$ cat config.mk
export PLATFORM = sky130hd
export DESIGN_NAME = pmr_result_alert_regs
export DESIGN_NICKNAME = d
export VERILOG_FILES = /design/src/common/pmr_pkg.sv /design/src/design/pmr_result_alert_regs.sv
export SDC_FILE = /design/constraint.sdc
export NUM_CORES = 1
export LEC_CHECK = 0
export BUFFER_PORTS_ARGS = -buffer_cell sky130_fd_sc_hd__buf_4
export CAP_MARGIN = 5
export CELL_PAD_IN_SITES_DETAIL_PLACEMENT = 1
export CELL_PAD_IN_SITES_GLOBAL_PLACEMENT = 1
export CORE_ASPECT_RATIO = 0.7
export CORE_UTILIZATION = 41
export DETAILED_ROUTE_END_ITERATION = 8
export PLACE_DENSITY_LB_ADDON = 0.1
export SKIP_CTS_REPAIR_TIMING = 1
export SYNTH_ARGS = -nofsm -noshare
export SYNTH_HDL_FRONTEND = slang
export SYNTH_SLANG_ARGS = --single-unit
$ cat constraint.sdc
create_clock -name clk -period 3.2 [get_ports clk]
set_input_delay 0.96 -clock clk [delete_from_list [all_inputs] [get_ports clk]]
set_output_delay 0.96 -clock clk [all_outputs]
set_load 0.1 [all_outputs]
$ cat src/common/pmr_pkg.sv
// Purpose: shared constants and carriers for the power monitor result and alert bank
// Assumes: 4-bit register addresses, 16-bit write data, 40-bit read data
// Notes: narrower registers sit in the low bits of the read word, except bus voltage and current, which sit above 4 reserved zero LSBs
`default_nettype none
package pmr_pkg;
  // ***********************************************************
  // register addresses
  // ***********************************************************
  localparam logic [3:0] ADDR_BUS_VOLTAGE = 4'h5;
  localparam logic [3:0] ADDR_DIE_TEMP = 4'h6;
  localparam logic [3:0] ADDR_CURRENT = 4'h7;
  localparam logic [3:0] ADDR_POWER = 4'h8;
  localparam logic [3:0] ADDR_ENERGY = 4'h9;
  localparam logic [3:0] ADDR_CHARGE = 4'hA;
  localparam logic [3:0] ADDR_DIAG_ALERT = 4'hB;

  // ***********************************************************
  // diagnostic and alert register layout
  // ***********************************************************
  localparam int BIT_ALERT_LATCH = 15;
  localparam int BIT_READY_TO_ALERT = 14;
  localparam int BIT_COMPARE_AVG = 13;
  localparam int BIT_ALERT_POL = 12;
  localparam int BIT_ENERGY_OVF = 11;
  localparam int BIT_CONV_DONE = 1;
  localparam int BIT_MEM_OK = 0;
  localparam logic [15:0] DIAG_RESET = 16'h0001;
  localparam int RESERVED_LSBS = 4;
  localparam logic [39:0] UNMAPPED_READ = 40'h00_0000_0000;

  // ***********************************************************
  // carriers
  // ***********************************************************
  typedef struct packed {
    logic [19:0] busVoltage;
    logic [15:0] die_temperature_result;
    logic [19:0] current;
    logic [23:0] power;
    logic [39:0] energy;
    logic [39:0] charge;
  } pmr_meas_t;

  localparam pmr_meas_t MEAS_RESET = '0;

  typedef struct packed {
    logic rd;
    logic wr;
    logic [3:0] addr;
    logic [15:0] wdata;
  } pmr_req_t;
endpackage
`default_nettype wire

$ cat src/design/pmr_result_alert_regs.sv
// Purpose: result registers plus alert configuration and flags of a power monitor
// Assumes: serial front end delivers one-cycle register requests on clk
// Notes: alert pin is open drain; the pin output is held low and only its enable moves
`default_nettype none
module pmr_result_alert_regs
  import pmr_pkg::*;
(
  input wire logic clk,
  input wire logic rst,
  input wire logic ce,
  input wire pmr_pkg::pmr_req_t req,
  output logic [39:0] rdData,
  output logic rdValid,
  input wire pmr_pkg::pmr_meas_t measIn,
  input wire logic sampleDone,
  input wire logic avgDone,
  input wire logic [2:0] averagingCount,
  input wire logic rawFault,
  input wire logic avgFault,
  input wire logic convStart,
  input wire logic energyOverflow,
  input wire logic accumulatorReset,
  input wire logic memChecksumError,
  output logic alertPinOut,
  output logic alertPinOeN
);
  import pmr_pkg::*;

  // ***********************************************************
  // state
  // ***********************************************************
  pmr_meas_t meas_r;
  logic [39:0] rdData_r;
  logic rdValid_r;
  logic alertLatchEnable_r;
  logic readyToAlertEnable_r;
  logic compareOnAveraged_r;
  logic alertPolarity_r;
  logic energyOverflowFlag_r;
  logic conversionCompleteFlag_r;
  logic memOk_r;
  logic faultLevel_r;
  logic alertFlag_r;
  logic alertPinOeN_r;

  // ***********************************************************
  // decode
  // ***********************************************************
  wire logic diagRead = req.rd && (req.addr == ADDR_DIAG_ALERT);
  wire logic diagWrite = req.wr && (req.addr == ADDR_DIAG_ALERT);
  // averaging off means every sample is already a finished result
  wire logic resultUpdate = avgDone || (sampleDone && (averagingCount == 3'h0));
  wire logic convDone = resultUpdate;

  wire logic alertLatchEnable_nxt =
    diagWrite ? req.wdata[BIT_ALERT_LATCH] : alertLatchEnable_r;
  wire logic readyToAlertEnable_nxt =
    diagWrite ? req.wdata[BIT_READY_TO_ALERT] : readyToAlertEnable_r;
  wire logic compareOnAveraged_nxt =
    diagWrite ? req.wdata[BIT_COMPARE_AVG] : compareOnAveraged_r;
  wire logic alertPolarity_nxt =
    diagWrite ? req.wdata[BIT_ALERT_POL] : alertPolarity_r;

  // fault level moves only on the result that the comparison mode picks
  wire logic faultEvent = compareOnAveraged_r ? avgDone : sampleDone;
  wire logic faultSample = compareOnAveraged_r ? avgFault : rawFault;
  wire logic faultLevel_nxt = faultEvent ? faultSample : faultLevel_r;

  // set beats clear for both hardware flags
  wire logic energyOverflowFlag_nxt =
    energyOverflow || (energyOverflowFlag_r && !accumulatorReset);
  wire logic ccfClear =
    convStart || (diagRead && alertLatchEnable_r) || (!alertLatchEnable_r && sampleDone);
  wire logic conversionCompleteFlag_nxt =
    convDone || (conversionCompleteFlag_r && !ccfClear);

  wire logic alertCause =
    faultLevel_nxt || (readyToAlertEnable_r && conversionCompleteFlag_nxt);
  wire logic alertFlag_nxt = alertLatchEnable_r ?
    (alertCause || (alertFlag_r && !diagRead)) :
    alertCause;
  // active-low drives while asserted, active-high drives while idle
  wire logic alertPinOeN_nxt = !(alertFlag_nxt ^ alertPolarity_nxt);

  wire logic [15:0] diagValue = {alertLatchEnable_r, readyToAlertEnable_r,
    compareOnAveraged_r, alertPolarity_r, energyOverflowFlag_r, 9'h000,
    conversionCompleteFlag_r, memOk_r};

  wire logic [39:0] busVoltageWord =
    {16'h0000, meas_r.busVoltage, {RESERVED_LSBS{1'b0}}};
  wire logic [39:0] dieTempWord = {24'h00_0000, meas_r.die_temperature_result};
  wire logic [39:0] currentWord =
    {16'h0000, meas_r.current, {RESERVED_LSBS{1'b0}}};
  wire logic [39:0] powerWord = {16'h0000, meas_r.power};
  wire logic [39:0] diagWord = {24'h00_0000, diagValue};

  wire logic [39:0] rdMux =
    (req.addr == ADDR_BUS_VOLTAGE) ? busVoltageWord :
    (req.addr == ADDR_DIE_TEMP) ? dieTempWord :
    (req.addr == ADDR_CURRENT) ? currentWord :
    (req.addr == ADDR_POWER) ? powerWord :
    (req.addr == ADDR_ENERGY) ? meas_r.energy :
    (req.addr == ADDR_CHARGE) ? meas_r.charge :
    (req.addr == ADDR_DIAG_ALERT) ? diagWord :
    UNMAPPED_READ;

  // ***********************************************************
  // registers
  // ***********************************************************
  // whole struct loads in one edge, so a snapshot never mixes two results
  always_ff @(posedge clk)
  begin
    if (rst)
    begin
      meas_r <= MEAS_RESET;
    end
    else if (ce)
    begin
      if (resultUpdate)
      begin
        meas_r <= measIn;
      end
    end
  end

  // read data is captured whole; the serial side shifts it out later
  always_ff @(posedge clk)
  begin
    if (rst)
    begin
      rdData_r <= UNMAPPED_READ;
      rdValid_r <= 1'b0;
    end
    else if (ce)
    begin
      rdValid_r <= req.rd;
      if (req.rd)
      begin
        rdData_r <= rdMux;
      end
    end
  end

  always_ff @(posedge clk)
  begin
    if (rst)
    begin
      alertLatchEnable_r <= DIAG_RESET[BIT_ALERT_LATCH];
      readyToAlertEnable_r <= DIAG_RESET[BIT_READY_TO_ALERT];
      compareOnAveraged_r <= DIAG_RESET[BIT_COMPARE_AVG];
      alertPolarity_r <= DIAG_RESET[BIT_ALERT_POL];
      energyOverflowFlag_r <= DIAG_RESET[BIT_ENERGY_OVF];
      conversionCompleteFlag_r <= DIAG_RESET[BIT_CONV_DONE];
      memOk_r <= DIAG_RESET[BIT_MEM_OK];
    end
    else if (ce)
    begin
      alertLatchEnable_r <= alertLatchEnable_nxt;
      readyToAlertEnable_r <= readyToAlertEnable_nxt;
      compareOnAveraged_r <= compareOnAveraged_nxt;
      alertPolarity_r <= alertPolarity_nxt;
      energyOverflowFlag_r <= energyOverflowFlag_nxt;
      conversionCompleteFlag_r <= conversionCompleteFlag_nxt;
      memOk_r <= memOk_r && !memChecksumError;
    end
  end

  always_ff @(posedge clk)
  begin
    if (rst)
    begin
      faultLevel_r <= 1'b0;
      alertFlag_r <= 1'b0;
      alertPinOeN_r <= 1'b1;
    end
    else if (ce)
    begin
      faultLevel_r <= faultLevel_nxt;
      alertFlag_r <= alertFlag_nxt;
      alertPinOeN_r <= alertPinOeN_nxt;
    end
  end

  assign rdData = rdData_r;
  assign rdValid = rdValid_r;
  assign alertPinOeN = alertPinOeN_r;
  // open drain: the driven level is always low
  assign alertPinOut = 1'b0;
endmodule
`default_nettype wire

# Word level (Yosys, flattened, before mapping)
# Cells that the tools add are included.
# totals
register_bits,211
inputBits,196
elab_cells,65
# classes
n_eq_ne,7
mux,12
bitwise_logic,1
n_reduce_logical,27
# ops
cell,n
40-bit 2-to-1 mux,6
4-bit equality test (second input constant),4
16-bit 2-to-1 mux,1
4-bit by 3-bit equality test with 1-bit output (second input constant),3
1-bit logical AND,10
1-bit logical OR,7
1-bit logical NOT,6
2-bit AND reduction,3
1-bit 2-to-1 mux,5
3-bit logical NOT,1
1-bit XOR,1

# Depth between registers and ports, before layout
# logic_depth
word_depth,14
ltp_mapped,8
depth_no_buf,5

# Least setup slack after synthesis
# Ideal clock, no wire load.
# synth_timing
kind,input to register
start,input req[16] in the netlist's numbering
end,"register rdData_r[1], in the netlist rdData[1]"
arrival_time_ns,2.070
slack_ns,1.003
stages,6
path_buffers,2
path_cell_list,buf_6 > buf_6 > mux4_2 > a22o_1 > a22oi_1 > nor2_1
# synth_between
elab_chain_len,8
word_cells_on_any_way,14
# synth_lines
item,line,source
start: declaration,pmr_result_alert_regs.sv:11,"input wire pmr_pkg::pmr_req_t req,"
4-bit equality test,pmr_result_alert_regs.sv:104,(req.addr == ADDR_DIAG_ALERT) ? diagWord :
16-bit 2-to-1 mux,pmr_result_alert_regs.sv:104,
40-bit 2-to-1 mux,pmr_result_alert_regs.sv:103,(req.addr == ADDR_CHARGE) ? meas_r.charge :
40-bit 2-to-1 mux,pmr_result_alert_regs.sv:102,(req.addr == ADDR_ENERGY) ? meas_r.energy :
40-bit 2-to-1 mux,pmr_result_alert_regs.sv:101,(req.addr == ADDR_POWER) ? powerWord :
40-bit 2-to-1 mux,pmr_result_alert_regs.sv:100,(req.addr == ADDR_CURRENT) ? currentWord :
40-bit 2-to-1 mux,pmr_result_alert_regs.sv:99,(req.addr == ADDR_DIE_TEMP) ? dieTempWord :
40-bit 2-to-1 mux *,pmr_result_alert_regs.sv:98,(req.addr == ADDR_BUS_VOLTAGE) ? busVoltageWord :
end signal: assignment,pmr_result_alert_regs.sv:139,rdData_r <= rdMux;
end: declaration,pmr_result_alert_regs.sv:33,logic [39:0] rdData_r;
# Mark *: on every way between the ends. The rest lies on a longest branch, timed or not.
# A chain may end at the register's enable or synchronous reset.

# Final worst setup path
# layout_timing
start,input req[17] in the netlist's numbering
end,"register rdData_r[37], in the netlist rdData[37]"
# layout_between
elab_chain_len,7
word_cells_on_any_way,12
# layout_lines
item,line
4-bit equality test,pmr_result_alert_regs.sv:103
40-bit 2-to-1 mux,pmr_result_alert_regs.sv:103
40-bit 2-to-1 mux,pmr_result_alert_regs.sv:102
40-bit 2-to-1 mux,pmr_result_alert_regs.sv:101
40-bit 2-to-1 mux,pmr_result_alert_regs.sv:100
40-bit 2-to-1 mux,pmr_result_alert_regs.sv:99
40-bit 2-to-1 mux *,pmr_result_alert_regs.sv:98
# Marked as above.

==> flow_metrics.tcl <==
set metrics [dict create \
    clkSinkCount 211 \
    globalplace.congestion 0.8180 \
    path_buf_inv 1 \
    synth_edf_count 0 \
    io_buffers 225 \
    final_common_cell "nand2_1" \
    viasPerCell 5.293 \
    syn-cell-area_sq_um 8939 \
    num-fill-cells 2535 \
    grt_max_degree 80 \
    finalSetupViolations 0 \
    yosys_most_used_dff "dfxtp_1" \
    insertedDiodeCount 0 \
    syn_inst 1074 \
    drv_cap 0 \
    synth_area_per_cell_sq_um 8.323 \
    antenna_found_initial 0 \
    syn_nets 1270 \
    period_needed_ns 2.311 \
    final-instance-count-excl-fill 1547 \
    clock_latency_ns 0.51 \
    start_util_pct 42.50 \
    wirelength_mm 28.07 \
    post-route-period-util_pct 72.22 \
    outcome "completed" \
    cts_buffers 22 \
    ys_ff_latch 211 \
    seqPwrFrac_pct 44.3 \
    dpl.cell_count 1509 \
    grt_first_pass_wirelength_mm 43.55 \
    hold_viol 0 \
    intPower_mw 4.709 \
    tritoncts "built" \
    holdWs_ns 0.4508 \
    vias 8189 \
    crit_fanout 20 \
    dr.pass1.iters 4 \
    fin_skew_ns 0.02156 \
    cp.required_ns 3.63 \
    yosysWarnings 0 \
    clockBufferDepth 3 \
    ir_drop_mv 0.4221 \
    hold_path_class "reg2reg" \
    cts_root_buffer "clkbuf_16" \
    cpMaxStageDelayCell "and2_1" \
    grt_overflow_total 0 \
    grt_pass1_vias 8019 \
    worstSetupStartpoint "req[17]" \
    crit_family "simple AND/OR/NAND/NOR gates" \
    area_delta_synth_final_pct 28.61 \
    arrival_ns 2.74 \
    die_area_sq_um 22410 \
    worstHoldStart "currentWord[15]" \
    crit_chain "buf_4, nor2b_2, and2_1, a22oi_2, a2bb2oi_2, nor2_1" \
    drt_iter0_drc 505 \
    design.core.area_sq_um 21030 \
    htree_levels 1 \
    synth_cell_types 49 \
    drive_above_1_share_pct 25.96 \
    switching_share_pct 25.94 \
    timing.fmax_mhz 432.7 \
    setup.worst_path.class "in2reg" \
    p_leak_nw 4.596 \
    ios 239 \
    p_per_area_nw_per_um2 553.1 \
    die_x_um 178.5 \
    rows 44 \
    drc_errors 0 \
    layout_common_cells "nand2_1 (335), buf_4 (241), dfxtp_1 (211)" \
    ys_seq_area_share_pct 47.26 \
    combPwrFrac_pct 13.5 \
    switching_power_mw 1.649 \
    slew_violations 0 \
    die_h_um 125.5 \
    rsz0062_at_grt "no" \
    slew-limit-headroom_pct 33.23 \
    tightest_slew_ns 1.001 \
    hpwl_mm 19.23 \
    r2r_start "compareOnAveraged_r" \
    endpoint_kind "register" \
    nets 1453 \
    clkPwrFrac_pct 42.2 \
    clk_pin_slew_ns 0.07 \
    grtUsageTotal_pct 24.76 \
    async_flop_share_pct 0 \
    max_stage_delay_ns 0.80 \
    antenna_left 0 \
    drt-wirelength-per-cell_um 18.14 \
    critPathLaunchType "input pin" \
    final.setup.tns_ns 0 \
]
Yosys cell counts (2+ instances only):
master	n	area, sq um
and2_1	12	75.07
mux2_2	4	45.04
buf_2	32	160.2
a22oi_2	8	100.1
o211ai_1	2	15.01
a211oi_1	15	112.6
a21oi_1	166	830.8
mux2i_1	26	260.3
nand3_1	2	10.01
dfxtp_1	211	4224
a22o_1	15	131.4
and3_1	2	12.51
clkbuf_1	36	135.1
o21ai_0	8	40.04
buf_6	13	146.4
o2bb2ai_1	2	17.52
nand2b_1	15	93.84
o21ai_1	10	50.05
nand2_1	336	1261
nor3_1	18	90.09
inv_1	7	26.28
a2bb2oi_1	9	78.83
a221oi_1	4	35.03
a2bb2oi_2	8	120.1
a221oi_2	6	90.09
a211oi_2	6	75.07
nor2_1	51	191.4
a22oi_1	13	97.59
a21o_1	3	22.52
nor2b_1	3	18.77
buf_4	7	52.55
mux4_2	7	157.7
per-layer routing:
metal | global-route usage, % | vias to the layer above | share of wire, %
li1 | - | 4006 | -
met1 | 34.20 | 3943 | 47
met2 | 40.74 | 205 | 46
met3 | 3.589 | 35 | 5.0
met4 | 5.434 | 0 | 2.0
met5 | 0 | - | 0
stage by stage:
step	total power, mW	util (%)	setup slack, ns	instance area [sq um]
final	6.358	54.66	0.8891	11500
after global routing	6.612	54.66	0.7986	11500
after CTS	6.407	54.66	0.8659	11500
after detailed placement	3.732	51.11	0.3464	10750
after global placement	3.715	51.11	0.4261	10750
after floorplan	3.384	-	1.003	8939
path summary, 6_finish.rpt:
kind,to,slack (ns),depth (start not counted)
hold reg to reg,currentWord[15],0.45,2
setup / recovery,rdData[37],0.89,6
hold / removal,currentWord[15],0.45,2
setup reg to reg,alertPinOeN,1.62,5
state kept, by name (all words and copies together) (netlist names):
register,cells
alertFlag_r,1
alertLatchEnable_r,1
alertPinOeN,1
alertPolarity_r,1
busVoltageWord,20
compareOnAveraged_r,1
conversionCompleteFlag_r,1
currentWord,20
dieTempWord,16
energyOverflowFlag_r,1
faultLevel_r,1
meas_r,104
memOk_r,1
rdData,40
rdValid,1
readyToAlertEnable_r,1
worst min-delay path: stages (launching register included):
cell and delay, ns:
dfxtp_1 0.31, nand2_1 0.05, a21oi_1 0.05
kinds of logic after synthesis:
| family | synth area share, % |
|---|---|
| multiplexers | 5.179 |
| flip-flops | 47.26 |
| AND/OR/NAND/NOR | 20.48 |
| buffers and inverters | 5.865 |
| other | 0.04195 |
| XOR/XNOR | 0.09800 |
| AO/OA/AOI/OAI | 21.08 |
power by group through the flow:
stage	registers, mW	clock network, mW	logic (mW)
after CTS	2.81	2.73	0.866
final	2.81	2.69	0.859
after global placement	2.87	0	0.848
after global routing	2.83	2.86	0.925
after floorplan	2.98	0	0.408
after detailed placement	2.87	0	0.861
cell type report:
class                           instances  area (sq um)  area share (%)
Clock buffer                           30         631.9           5.496
Clock inverter                          8         115.1           1.001
Inverter                                7         26.28          0.2286
Multi-Input combinational cell        767          4213           36.65
Sequential cell                       211          4224           36.74
Tap cell                              276         345.3           3.004
Timing Repair Buffer                  248          1941           16.88
Note: power is estimated with default switching activity, not from simulation.
